<file path="config.mk">
export PLATFORM = sky130hd
export DESIGN_NAME = stu_uart
export DESIGN_NICKNAME = d
export VERILOG_FILES = /design/src/design/stu_pkg.sv /design/src/design/stu_uart.sv
export SDC_FILE = /design/constraint.sdc
export NUM_CORES = 1
export LEC_CHECK = 0
export ABC_AREA = 1
export BUFFER_PORTS_ARGS = -buffer_cell sky130_fd_sc_hd__buf_2
export CORE_ASPECT_RATIO = 0.6
export CORE_UTILIZATION = 35
export CTS_BUF_LIST = sky130_fd_sc_hd__clkbuf_8
export DETAILED_ROUTE_END_ITERATION = 10
export HOLD_SLACK_MARGIN = 0.02
export SLEW_MARGIN = 20
export SYNTH_ARGS = -nofsm -noshare
export SYNTH_HDL_FRONTEND = slang
export SYNTH_SLANG_ARGS = --single-unit
</file>
<file path="constraint.sdc">
create_clock -name ref_clk_i -period 1.7 [get_ports ref_clk_i]
set_input_delay 0.34 -clock ref_clk_i [delete_from_list [all_inputs] [get_ports ref_clk_i]]
set_output_delay 0.34 -clock ref_clk_i [all_outputs]
set_load 0.02 [all_outputs]
</file>
<file path="src/design/stu_pkg.sv">
// package: register map, reset values and carrier types for the shifter/timer uart
package stu_pkg;
    // register byte offsets
    localparam logic [7:0]  STU_OFS_CTRL     = 8'h00;
    localparam logic [7:0]  STU_OFS_STATUS   = 8'h04;
    localparam logic [7:0]  STU_OFS_TX_CMP   = 8'h08;
    localparam logic [7:0]  STU_OFS_RX_CMP   = 8'h0C;
    localparam logic [7:0]  STU_OFS_TX_BUF   = 8'h10;
    localparam logic [7:0]  STU_OFS_RX_BUF   = 8'h14;
    // field positions
    localparam int          STU_CTRL_EN_BIT  = 0;
    localparam int          STU_CTRL_SRST_BIT = 1;
    localparam int          STU_ST_TXE_BIT   = 0;
    localparam int          STU_ST_RXF_BIT   = 1;
    localparam int          STU_ST_TXBSY_BIT = 2;
    localparam int          STU_ST_RXBSY_BIT = 3;
    localparam int          STU_RXBYTE_LSB   = 24;
    // reset values
    localparam logic [15:0] STU_CMP_RST      = 16'h0000;
    localparam logic [31:0] STU_CTRL_RST     = 32'h0000_0000;
    // axi responses
    localparam logic [1:0]  STU_RESP_OKAY    = 2'h0;
    localparam logic [1:0]  STU_RESP_SLVERR  = 2'h2;
    // tx shifter states
    typedef enum logic [1:0] {STU_T_IDLE, STU_T_START, STU_T_RUN, STU_T_STOP} stu_tstate_t;
    // compare value layout: high byte edges, low byte half-baud
    typedef struct packed {
        logic [7:0] edges;
        logic [7:0] half;
    } stu_cmp_t;
endpackage

</file>
<file path="src/design/stu_uart.sv">
// shifter/timer uart: tx shifter+timer 0, rx shifter+timer 1, axi4-lite registers
//
// How it works
// - tx shifter drives tx pin high-active, changes output on shift clock rise
// - writing tx buffer low byte starts an 8-bit frame
// - frames carry one start bit 0 and exactly one stop bit 1
// - no parity bit generated or checked
// - tx empty flag set when buffer moves into shifter, cleared by buffer write
// - timer 0 enabled by tx empty flag low with the shifter idle (active-low trigger)
// - each timer has 8-bit baud divider and 8-bit edge counter
// - timers decrement every clock; toggling output is the shift clock
// - timer output starts at 1 on enable; timers never restart on a trigger mid-run, drive no pin
// - timer disables one bit period after counter reaches zero, shifting stops
// - start-bit period on enable, stop-bit period on disable
// - rx shifter samples rx pin on shift clock fall, output disabled
// - received byte lands in rx buffer bits 31:24
// - timer 1 enabled by rising edge on rx pin
// - tx and rx paths are fully independent
// - timer controls shifter load, store and shift
//
// Added by the designer: the AXI4-Lite register port and the address map.
module stu_uart
    import stu_pkg::*;
#(
    parameter int DATA_BITS = 8
) (
    input  wire logic        ref_clk_i,
    input  wire logic        rst_i,
    input  wire logic [7:0]  s_axi_awaddr_i,
    input  wire logic        s_axi_awvalid_i,
    output logic             s_axi_awready_o,
    input  wire logic [31:0] s_axi_wdata_i,
    input  wire logic [3:0]  s_axi_wstrb_i,
    input  wire logic        s_axi_wvalid_i,
    output logic             s_axi_wready_o,
    output logic [1:0]       s_axi_bresp_o,
    output logic             s_axi_bvalid_o,
    input  wire logic        s_axi_bready_i,
    input  wire logic [7:0]  s_axi_araddr_i,
    input  wire logic        s_axi_arvalid_i,
    output logic             s_axi_arready_o,
    output logic [31:0]      s_axi_rdata_o,
    output logic [1:0]       s_axi_rresp_o,
    output logic             s_axi_rvalid_o,
    input  wire logic        s_axi_rready_i,
    input  wire logic        rx_line_pin_i,
    output logic             tx_line_pin_o,
    output logic             tx_line_pin_oe_o
);
    ////////////////////////////////////////////////////////////////////////////
    // registers
    logic        mod_en;
    logic        soft_rst;
    stu_cmp_t    tx_cmp;
    stu_cmp_t    rx_cmp;
    logic [7:0]  shift_buffer_tx;
    logic [31:0] shift_buffer_rx;
    logic        tx_empty;
    logic        rx_full;
    logic        aw_hold;
    logic        w_hold;
    logic [7:0]  aw_addr;
    logic [31:0] w_data;
    logic [3:0]  w_strb;
    logic        do_write;
    logic        do_read;
    logic        tx_buf_wr;
    logic        rx_buf_rd;
    logic        lrst;
    logic        tx_load;
    logic        rx_store;
    assign lrst = rst_i || soft_rst || !mod_en;
    ////////////////////////////////////////////////////////////////////////////
    // axi write channel: address and data taken in either order
    assign s_axi_awready_o = !aw_hold && !s_axi_bvalid_o;
    assign s_axi_wready_o  = !w_hold && !s_axi_bvalid_o;
    assign do_write = aw_hold && w_hold && !s_axi_bvalid_o;
    assign tx_buf_wr = do_write && aw_addr == STU_OFS_TX_BUF && w_strb[0];
    always_ff @(posedge ref_clk_i) begin
        if (rst_i) begin
            aw_hold <= 1'b0;
            w_hold  <= 1'b0;
            aw_addr <= 8'h00;
            w_data  <= 32'h0000_0000;
            w_strb  <= 4'h0;
            s_axi_bvalid_o <= 1'b0;
            s_axi_bresp_o  <= STU_RESP_OKAY;
        end else begin
            if (s_axi_awvalid_i && s_axi_awready_o) begin
                aw_hold <= 1'b1;
                aw_addr <= s_axi_awaddr_i;
            end
            if (s_axi_wvalid_i && s_axi_wready_o) begin
                w_hold <= 1'b1;
                w_data <= s_axi_wdata_i;
                w_strb <= s_axi_wstrb_i;
            end
            if (do_write) begin
                aw_hold <= 1'b0;
                w_hold  <= 1'b0;
                s_axi_bvalid_o <= 1'b1;
                case (aw_addr)
                    STU_OFS_CTRL, STU_OFS_TX_CMP, STU_OFS_RX_CMP, STU_OFS_TX_BUF:
                        s_axi_bresp_o <= STU_RESP_OKAY;
                    default: s_axi_bresp_o <= STU_RESP_SLVERR;
                endcase
            end else if (s_axi_bvalid_o && s_axi_bready_i) begin
                s_axi_bvalid_o <= 1'b0;
            end
        end
    end
    // control and compare registers; soft reset self-clears after one cycle
    always_ff @(posedge ref_clk_i) begin
        if (rst_i) begin
            mod_en   <= STU_CTRL_RST[STU_CTRL_EN_BIT];
            soft_rst <= STU_CTRL_RST[STU_CTRL_SRST_BIT];
            tx_cmp   <= STU_CMP_RST;
            rx_cmp   <= STU_CMP_RST;
        end else begin
            soft_rst <= 1'b0;
            if (do_write && w_strb[0] && aw_addr == STU_OFS_CTRL) begin
                mod_en   <= w_data[STU_CTRL_EN_BIT];
                soft_rst <= w_data[STU_CTRL_SRST_BIT];
            end
            if (do_write && aw_addr == STU_OFS_TX_CMP) begin
                if (w_strb[0]) tx_cmp.half  <= w_data[7:0];
                if (w_strb[1]) tx_cmp.edges <= w_data[15:8];
            end
            if (do_write && aw_addr == STU_OFS_RX_CMP) begin
                if (w_strb[0]) rx_cmp.half  <= w_data[7:0];
                if (w_strb[1]) rx_cmp.edges <= w_data[15:8];
            end
        end
    end
    ////////////////////////////////////////////////////////////////////////////
    // axi read channel: one read outstanding, answer one cycle after address
    assign s_axi_arready_o = !s_axi_rvalid_o;
    assign do_read   = s_axi_arvalid_i && s_axi_arready_o;
    assign rx_buf_rd = do_read && s_axi_araddr_i == STU_OFS_RX_BUF;
    logic tx_busy;
    logic rx_busy;
    always_ff @(posedge ref_clk_i) begin
        if (rst_i) begin
            s_axi_rvalid_o <= 1'b0;
            s_axi_rdata_o  <= 32'h0000_0000;
            s_axi_rresp_o  <= STU_RESP_OKAY;
        end else if (do_read) begin
            s_axi_rvalid_o <= 1'b1;
            s_axi_rresp_o  <= STU_RESP_OKAY;
            case (s_axi_araddr_i)
                STU_OFS_CTRL:   s_axi_rdata_o <= {30'h0, soft_rst, mod_en};
                STU_OFS_STATUS: s_axi_rdata_o <= {28'h0, rx_busy, tx_busy, rx_full, tx_empty};
                STU_OFS_TX_CMP: s_axi_rdata_o <= {16'h0, tx_cmp};
                STU_OFS_RX_CMP: s_axi_rdata_o <= {16'h0, rx_cmp};
                STU_OFS_TX_BUF: s_axi_rdata_o <= {24'h0, shift_buffer_tx};
                STU_OFS_RX_BUF: s_axi_rdata_o <= shift_buffer_rx;
                default: begin
                    s_axi_rdata_o <= 32'h0000_0000;
                    s_axi_rresp_o <= STU_RESP_SLVERR;
                end
            endcase
        end else if (s_axi_rvalid_o && s_axi_rready_i) begin
            s_axi_rvalid_o <= 1'b0;
        end
    end
    ////////////////////////////////////////////////////////////////////////////
    // rx pin synchroniser: three flops, a change counts when stages 2 and 3 agree
    logic [2:0] rx_sync;
    logic       rx_level;
    logic       rx_rise;
    always_ff @(posedge ref_clk_i) begin
        if (rst_i) begin
            rx_sync  <= 3'b111;
            rx_level <= 1'b1;
        end else begin
            rx_sync <= {rx_sync[1:0], rx_line_pin_i};
            if (rx_sync[2] == rx_sync[1]) rx_level <= rx_sync[2];
        end
    end
    assign rx_rise = (rx_sync[2] == rx_sync[1]) && rx_sync[2] && !rx_level;
    ////////////////////////////////////////////////////////////////////////////
    // two identical timers, index 0 tx, index 1 rx; each toggles its shift clock
    logic [1:0] t_en;
    logic [1:0] t_out;
    logic [1:0] t_rise;
    logic [1:0] t_fall;
    logic [1:0] t_done;
    logic [1:0] trig;
    stu_cmp_t   cmp_sel [2];
    assign cmp_sel[0] = tx_cmp;
    assign cmp_sel[1] = rx_cmp;
    // flag low only starts the timer from an idle shifter, never during a stop bit
    assign trig[0]    = tx_load;
    assign trig[1]    = rx_rise;
    for (genvar i = 0; i < 2; i++) begin : g_timer
        logic [7:0] baud_cnt;
        logic [7:0] edge_cnt;
        logic       tick;
        logic       stop_ph;
        // low byte divides the clock, high byte counts shift edges
        assign tick = t_en[i] && baud_cnt == 8'h00;
        always_ff @(posedge ref_clk_i) begin
            if (lrst) begin
                t_en[i]   <= 1'b0;
                t_out[i]  <= 1'b1;
                baud_cnt  <= 8'h00;
                edge_cnt  <= 8'h00;
                stop_ph   <= 1'b0;
                t_done[i] <= 1'b0;
            end else begin
                t_done[i] <= 1'b0;
                if (!t_en[i]) begin
                    if (trig[i]) begin
                        t_en[i]  <= 1'b1;
                        t_out[i] <= 1'b1;
                        baud_cnt <= cmp_sel[i].half;
                        edge_cnt <= cmp_sel[i].edges;
                        stop_ph  <= 1'b0;
                    end
                end else if (tick) begin
                    baud_cnt <= cmp_sel[i].half;
                    t_out[i] <= !t_out[i];
                    // on compare, one more bit period of stop before disabling
                    if (edge_cnt != 8'h00) begin
                        edge_cnt <= edge_cnt - 8'h01;
                    end else if (!stop_ph) begin
                        stop_ph  <= 1'b1;
                        edge_cnt <= 8'h01;
                    end else begin
                        t_en[i]   <= 1'b0;
                        t_done[i] <= 1'b1;
                    end
                end else begin
                    baud_cnt <= baud_cnt - 8'h01;
                end
            end
        end
        assign t_rise[i] = tick && !t_out[i];
        assign t_fall[i] = tick && t_out[i] && edge_cnt != 8'h00 && !stop_ph;
    end
    ////////////////////////////////////////////////////////////////////////////
    // tx shifter: start bit on enable, data lsb first on rising shift clock,
    // then the stop bit, held through the timer's stop period; idles high.
    stu_tstate_t tx_st;
    logic [7:0]  tx_sh;
    logic [3:0]  tx_bits;
    logic        tx_pin;
    assign tx_load = t_en[0] == 1'b0 && !tx_empty && tx_st == STU_T_IDLE;
    always_ff @(posedge ref_clk_i) begin
        if (lrst) begin
            tx_st   <= STU_T_IDLE;
            tx_sh   <= 8'h00;
            tx_bits <= 4'h0;
            tx_pin  <= 1'b1;
        end else begin
            case (tx_st)
                STU_T_IDLE: if (tx_load) begin
                    tx_sh   <= shift_buffer_tx;
                    tx_bits <= 4'(DATA_BITS);
                    tx_pin  <= 1'b0;
                    tx_st   <= STU_T_RUN;
                end
                STU_T_RUN: if (t_rise[0]) begin
                    if (tx_bits == 4'h0) begin
                        tx_pin <= 1'b1;
                        tx_st  <= STU_T_STOP;
                    end else begin
                        tx_pin  <= tx_sh[0];
                        tx_sh   <= {1'b0, tx_sh[7:1]};
                        tx_bits <= tx_bits - 4'h1;
                    end
                end
                STU_T_STOP: if (!t_en[0]) tx_st <= STU_T_IDLE;
                default: tx_st <= STU_T_IDLE;
            endcase
        end
    end
    assign tx_line_pin_o    = tx_pin;
    assign tx_line_pin_oe_o = 1'b1;
    assign tx_busy          = tx_st != STU_T_IDLE;
    // tx empty flag: buffer write clears, load into shifter sets; load wins
    always_ff @(posedge ref_clk_i) begin
        if (lrst) begin
            tx_empty        <= 1'b1;
            shift_buffer_tx <= 8'h00;
        end else if (tx_load) begin
            tx_empty <= 1'b1;
        end else if (tx_buf_wr) begin
            tx_empty        <= 1'b0;
            shift_buffer_tx <= w_data[7:0];
        end
    end
    ////////////////////////////////////////////////////////////////////////////
    // rx shifter: samples rx on falling shift clock, start bit then data, stores
    // the byte on timer disable; no output drive on the rx pin.
    logic [8:0] rx_sh;
    logic [3:0] rx_cnt;
    assign rx_store = t_done[1];
    always_ff @(posedge ref_clk_i) begin
        if (lrst) begin
            rx_sh  <= 9'h000;
            rx_cnt <= 4'h0;
        end else if (!t_en[1]) begin
            rx_cnt <= 4'h0;
        end else if (t_fall[1] && rx_cnt <= 4'(DATA_BITS)) begin
            rx_sh  <= {rx_level, rx_sh[8:1]};
            rx_cnt <= rx_cnt + 4'h1;
        end
    end
    assign rx_busy = t_en[1];
    // rx full flag: store sets, buffer read clears; store wins
    always_ff @(posedge ref_clk_i) begin
        if (lrst) begin
            rx_full         <= 1'b0;
            shift_buffer_rx <= 32'h0000_0000;
        end else if (rx_store) begin
            rx_full <= 1'b1;
            shift_buffer_rx[STU_RXBYTE_LSB +: 8] <= rx_sh[8:1];
        end else if (rx_buf_rd) begin
            rx_full <= 1'b0;
        end
    end
    ////////////////////////////////////////////////////////////////////////////
    // assertions
    property p_tx_idle_high;
        @(posedge ref_clk_i) disable iff (lrst) tx_st == STU_T_IDLE |-> tx_line_pin_o;
    endproperty
    a_tx_idle_high: assert property (p_tx_idle_high) else $error("tx not idle high");
    property p_start_low;
        @(posedge ref_clk_i) disable iff (lrst) tx_load |=> !tx_line_pin_o;
    endproperty
    a_start_low: assert property (p_start_low) else $error("no start bit");
    property p_wr_clears;
        @(posedge ref_clk_i) disable iff (lrst) tx_buf_wr && !tx_load |=> !tx_empty;
    endproperty
    a_wr_clears: assert property (p_wr_clears) else $error("write did not clear flag");
    property p_t0_enable;
        @(posedge ref_clk_i) disable iff (lrst)
            !t_en[0] && !tx_empty && tx_st == STU_T_IDLE |=> t_en[0];
    endproperty
    a_t0_enable: assert property (p_t0_enable) else $error("timer 0 not enabled");
    property p_init_out;
        @(posedge ref_clk_i) disable iff (lrst) $rose(t_en[1]) |-> t_out[1];
    endproperty
    a_init_out: assert property (p_init_out) else $error("initial output not 1");
    property p_t1_trig;
        @(posedge ref_clk_i) disable iff (lrst) $rose(t_en[1]) |-> $past(rx_rise);
    endproperty
    a_t1_trig: assert property (p_t1_trig) else $error("timer 1 without rx rise");
    property p_store_full;
        @(posedge ref_clk_i) disable iff (lrst) rx_store |=> rx_full;
    endproperty
    a_store_full: assert property (p_store_full) else $error("rx flag not set");
    property p_oe;
        @(posedge ref_clk_i) disable iff (rst_i) tx_line_pin_oe_o;
    endproperty
    a_oe: assert property (p_oe) else $error("tx pin not driven");
    property p_done_off;
        @(posedge ref_clk_i) disable iff (lrst) t_done[0] |-> !t_en[0];
    endproperty
    a_done_off: assert property (p_done_off) else $error("timer still on");
    c_tx_frame: cover property (@(posedge ref_clk_i) disable iff (lrst) tx_load ##[1:1000] t_done[0]);
    c_rx_store: cover property (@(posedge ref_clk_i) disable iff (lrst) rx_store);
    c_rx_read:  cover property (@(posedge ref_clk_i) disable iff (lrst) rx_full && rx_buf_rd);
endmodule

</file>
==> results.sh, run 1 <==
export IMPL_portBuffers=73
export IMPL_syn_instance_count=1160
export IMPL_yosys_warnings=0
export IMPL_drive_gt1_frac=0.184
export IMPL_ctsHoldBuffers=0
export IMPL_antenna_found_initial=0
export IMPL_min_from="rx_line_pin_i"
export IMPL_cts_sinks=178
export IMPL_slew_violations=0
export IMPL_cts_buffer_depth=2
export IMPL_rrSetupSlack_ps=70
export IMPL_timing_final_crit_share=0.957
export IMPL_timing_rr_start="aw_addr[6]$_SDFFE_PP0P_"
export IMPL_die_x_um=201
export IMPL_grt_first_pass_wirelength_mm=36.8
export IMPL_first_pass_iters=5
export IMPL_slew_headroom=0.612
export IMPL_fin_worst_skew_ps=14.2
export IMPL_cp_slowest_cell="nor3_4"
export IMPL_numCtsBuffers=17
export IMPL_crit_path_max_fanout=9
export IMPL_worstPathRequired_ps=2070
export IMPL_timing_rr_end="cmp_sel[4]$_SDFFE_PP0P_"
export IMPL_cpPeakStageDelay_ps=340
export IMPL_ys_ff_latch=178
export IMPL_ff2ff_path_depth=6
export IMPL_drc_errors=0
export IMPL_whs_endpoint="rx_sync[0]$_SDFF_PP1_"
export IMPL_h_tree_depth=4
export IMPL_grt_pass1_vias=6971
export IMPL_core_um2=23100
export IMPL_rsz0062_at_grt="yes"
export IMPL_ir_worst_vdd_v=0.000476
export IMPL_clkLatencyLatePin_ps=480
export IMPL_dieHeight_um=121
export IMPL_cts_root_buf="clkbuf_8"
export IMPL_path_buf_inv=1
export IMPL_hold_violations=0
export IMPL_synthDistinctLibCells=43
export IMPL_timing_hold_ws_ps=55.0
export IMPL_die_area_um2=24300
export IMPL_grt_max_degree=55
export IMPL_critical_path_class="register to register"
export IMPL_hpwl_mm=16.7
export IMPL_fmax_mhz=615
export IMPL_worstPathCellList="inv_1 -> nand4_1 -> nor3_4 -> nand2_1 -> o21ai_0 -> nor2_1"
export IMPL_min_period_ps=1630
export IMPL_final_common_cell="nand2_1"
export IMPL_setup_tns_ps=0
export IMPL_synth_ff_type="dfxtp_1"
export IMPL_vias=7710
export IMPL_final_antenna_net_count=0
export IMPL_synth_edff_count=0
export IMPL_gr_usage_all_layers=0.191
export IMPL_hp_class="input pin to register"
export IMPL_syn_to_final_growth_pct=17.8
export IMPL_end_kind="register"
export IMPL_setup_ws_ps=73.0
export IMPL_nNetsFinal=1335
export IMPL_final_cell_mix="223 x nand2_1, 175 x dfxtp_1, 156 x nor2_1"
export IMPL_place_ws_ps=-64.9
export IMPL_ioPinCount=103
export IMPL_start_util=0.358
export IMPL_yosysSeqAreaShare=0.430
export IMPL_worstMarginPinSlew_ps=581
export IMPL_wire_per_inst_um=14.1
export IMPL_setup_viol=0
export IMPL_grt_overflow=0
export IMPL_cts_tree="done"
export IMPL_power_density_nw_per_um2=820
export IMPL_outcome="completed"
export IMPL_syn_area_um2=8280
export IMPL_crit_arrival_ps=2000
export IMPL_worstHoldPathCells=2
export IMPL_startpoint_type="register"
export IMPL_final_core_utilization=0.422
export IMPL_p_leak_nw=4.10
export IMPL_post_synth_cell_area_avg_um2=7.14
export IMPL_power_total_mw=8.00
export IMPL_initialDrtViolationCount=482
export IMPL_cap_violations=0
export IMPL_place_gp_congestion=0.915
export IMPL_diodes=0
export IMPL_rows=43
export IMPL_clk_pin_slew_ps=90
export IMPL_wirelength_mm=22.5
export IMPL_async_flop_share=0
export IMPL_cp_top_family="simple AND/OR/NAND/NOR gates"
export IMPL_vias_per_cell=4.85
-- through the flow --
stage	instance area, µm²	std cells
2_1_floorplan	8320	1169
3_3_place_gp	9210	1554
3_5_place_dp	9210	1554
4_1_cts	9640	1586
5_1_grt	9760	1590
6_report	9760	1590
-- sequential cells by signal (all words and copies together), names as in the netlist, 3 cells and up --
signal            flops
s_axi_rdata_o        24
shift_buffer_tx       8
tx_bits               4
rx_cnt                4
aw_addr               8
rx_sync               3
g_timer.edge_cnt     16
w_data               16
g_timer.baud_cnt     16
tx_sh                 8
cmp_sel              32
shift_buffer_rx       8
rx_sh                 8
-- timing repair --
action	CTS	global route
hold endpoints to repair	0	0
cloned	0	1
pin swaps	0	6
setup endpoints to repair	3	49
setup buffers	0	3
gates resized for setup	2	27
-- logic make-up (layout without fill, tap and decap cells) --
| group | after synthesis | in the layout | share of synthesized area |
|---|---|---|---|
| xor+xnor | 17 | 17 | 0.0180 |
| flops | 178 | 178 | 0.430 |
| other cells | 2 | 11 | 0.000907 |
| buf+inv | 173 | 278 | 0.0914 |
| fa+ha+maj | 13 | 13 | 0.0196 |
| compound gates | 257 | 257 | 0.163 |
| simple gates | 520 | 521 | 0.277 |
-- layout make-up --
| class | instances | area [µm²] |
|---|---|---|
| well taps | 315 | 394 |
| fillers | 2470 | 13400 |
| multi-input cells | 819 | 4090 |
| inverters | 114 | 435 |
| clock buffers | 18 | 248 |
| repair buffers | 132 | 846 |
| flip-flops and latches | 178 | 3570 |
| clock inverters | 14 | 174 |
-- worst max path at each step --
stage / from / cells after the start / to / slack (ps)
detailed placement: s_axi_araddr_i[0] / 8 / s_axi_rdata_o[8]$_SDFFE_PP0P_ / -60
global placement: aw_addr[0]$_SDFFE_PP0P_ / 6 / cmp_sel[7]$_SDFFE_PP0P_ / 0.1
floorplan: g_timer[1].baud_cnt[0]$_SDFFE_PP0P_ / 10 / g_timer[1].edge_cnt[0]$_SDFFE_PP0P_ / 210
global route: aw_addr[6]$_SDFFE_PP0P_ / 8 / cmp_sel[28]$_SDFFE_PP0P_ / -20
CTS: g_timer[1].baud_cnt[1]$_SDFFE_PP0P_ / 10 / rx_sh[6]$_SDFFE_PP0P_ / 9
finish: aw_addr[6]$_SDFFE_PP0P_ / 6 / cmp_sel[4]$_SDFFE_PP0P_ / 70
-- report_power, final --
part | internal [mW] | switching, mW | total (mW)
Combinational | 0.168 | 0.340 | 0.507
Sequential | 4.24 | 0.0776 | 4.32
Clock | 1.61 | 1.56 | 3.17
-- metal layers --
layer,up-vias,track usage,part of all wire
met5,-,0,0
met4,0,0.0448,0.0063
met3,11,0.0389,0.056
met2,178,0.273,0.41
met1,3561,0.289,0.53
li1,3960,-,-
-- synthesized netlist by cell type (all sizes together) (7+ instances only) --
library cell,count,area (µm²)
xor2,10,87.6
nand2,240,968
nand3,63,320
nor3,13,80.1
nand4,23,159
o21ai,117,597
a21oi,113,569
clkbuf,18,67.6
ha,13,163
nor2,177,738
inv,112,423
o22ai,14,87.6
buf,41,258
xnor2,7,61.3
dfxtp,178,3560
Power figures use the tool's default switching activity.
==> run 2: changes to the inputs <==
Settings changed: PLACE_DENSITY from default to 0.55.
==> run 2 against run 1 <==
  * Cell count decreased by 0.19%
  * Wire length decreased by 1.1%
  * Combinational power about the same
  * Critical path depth increased by 1
  * Sequential power about the same
  * Clock skew increased by 2.4 ps
  * Power decreased by 0.99%
  * Non-clock buffer count decreased by 2
  * Largest cell class unchanged
==> results.sh, run 2 (synthesized netlist as in run 1, its figures left out) <==
export IMPL_hp_class="input pin to register"
export IMPL_setup_viol=0
export IMPL_h_tree_depth=4
export IMPL_vias=7524
export IMPL_cts_sinks=178
export IMPL_crit_path_max_fanout=11
export IMPL_timing_hold_ws_ps=114
export IMPL_cts_buffer_depth=2
export IMPL_power_density_nw_per_um2=817
export IMPL_largest_reg_flops=32
export IMPL_portBuffers=73
export IMPL_clk_pin_slew_ps=100
export IMPL_wirelength_mm=22.2
export IMPL_ir_worst_vdd_v=0.000438
export IMPL_critical_path_class="register to register"
export IMPL_p_leak_nw=4.06
export IMPL_rrSetupSlack_ps=30
export IMPL_cts_tree="done"
export IMPL_final_common_cell="nand2_1"
export IMPL_rows=43
export IMPL_grt_pass1_vias=6925
export IMPL_first_pass_iters=5
export IMPL_slew_headroom=0.618
export IMPL_power_total_mw=7.92
export IMPL_worstMarginPinSlew_ps=572
export IMPL_clkLatencyLatePin_ps=470
export IMPL_crit_arrival_ps=2010
export IMPL_antenna_found_initial=0
export IMPL_worstPathRequired_ps=2040
export IMPL_grt_first_pass_wirelength_mm=36.0
export IMPL_rsz0062_at_grt="yes"
export IMPL_cap_violations=0
export IMPL_min_period_ps=1670
export IMPL_cts_root_buf="clkbuf_8"
export IMPL_startpoint_type="register"
export IMPL_vias_per_cell=4.74
export IMPL_grt_max_degree=55
export IMPL_final_antenna_net_count=0
export IMPL_core_um2=23100
export IMPL_diodes=0
export IMPL_drc_errors=0
export IMPL_initialDrtViolationCount=546
export IMPL_hold_violations=0
export IMPL_start_util=0.358
export IMPL_slew_violations=0
export IMPL_dieHeight_um=121
export IMPL_drive_gt1_frac=0.181
export IMPL_die_x_um=201
export IMPL_die_area_um2=24300
export IMPL_timing_final_crit_share=0.980
export IMPL_wire_per_inst_um=14.0
export IMPL_setup_tns_ps=0
export IMPL_ioPinCount=103
export IMPL_outcome="completed"
export IMPL_fmax_mhz=600
export IMPL_final_cell_mix="224 x nand2_1, 177 x dfxtp_1, 156 x nor2_1"
export IMPL_fin_worst_skew_ps=16.5
export IMPL_syn_to_final_growth_pct=17.0
export IMPL_hpwl_mm=16.8
export IMPL_end_kind="register"
export IMPL_grt_overflow=0
export IMPL_fill_cells=2507
export IMPL_nNetsFinal=1332
export IMPL_place_gp_congestion=0.846
export IMPL_gr_usage_all_layers=0.189
export IMPL_numCtsBuffers=17
[run 2: cell count changes in the layout (fill, tap and decap cells not counted), moves of 2 or more]
cell | previous run | this run
dfxtp_2 | 3 | 1
inv_8 | 0 | 2
clkinvlp_4 | 1 | 4
buf_4 | 56 | 52
nor2_2 | 12 | 16
nor2_4 | 8 | 4
inv_1 | 99 | 95
o21ai_0 | 102 | 104
dfxtp_1 | 175 | 177
[run 2: report_power, final]
group / switching (mW) / internal, mW
combinational: 0.343 / 0.167
sequential: 0.0619 / 4.24
clock: 1.64 / 1.47
total: 2.04 / 5.88
[run 2: worst paths after layout]
path                                   to  cells past startpoint                         from
hold reg to reg     rx_sync[1]$_SDFF_PP1_                      1        rx_sync[0]$_SDFF_PP1_
setup / recovery  cmp_sel[1]$_SDFFE_PP0P_                      7  s_axi_bvalid_o$_SDFFE_PP0P_
setup reg to reg  cmp_sel[1]$_SDFFE_PP0P_                      7  s_axi_bvalid_o$_SDFFE_PP0P_
hold / removal     w_data[4]$_SDFFE_PP0P_                      3             s_axi_wdata_i[4]
[run 2: stage by stage]
step	util	cells	area, µm²	worst slack (ps)
after floorplan	-	1169	8320	214
after global placement	0.398	1553	9220	61.5
after detailed placement	0.398	1553	9220	35.2
after CTS	0.417	1586	9640	20.3
after global routing	0.419	1587	9690	-61.2
final	0.419	1587	9690	33.7
[run 2: layout make-up]
cell class	instances	area [µm²]	area share
Clock buffer	17	234	0.0241
Clock inverter	15	183	0.0188
Tap cell	315	394	0.0407
Inverter	114	433	0.0447
Multi-Input combinational cell	818	4040	0.417
Timing Repair Buffer	130	846	0.0873
Sequential cell	178	3560	0.368
[run 2: repair_timing]
item                                    in CTS  in global routing
endpoints found under the setup margin       0                 48
endpoints found under the hold margin        1                  0
setup buffers                                0                  1
resized for setup                            0                 16
hold buffers                                 1                  0
[run 2: metal layers]
layer | vias up | share of wire | routed length, µm | track usage
li1 | 3954 | - | - | -
met1 | 3417 | 0.55 | 12300 | 0.286
met2 | 141 | 0.40 | 8820 | 0.267
met3 | 12 | 0.043 | 949 | 0.0405
met4 | 0 | 0.0081 | 180 | 0.0496
met5 | - | 0 | 0 | 0
[run 2: critical path, stage by stage (launching register included)]
cell     delay [ps]
dfxtp_1         370
nor2_1          140
nand2_2         140
nor2_4          190
nand2_1          70
buf_4           170
o21ai_0         380
nor2_1           80
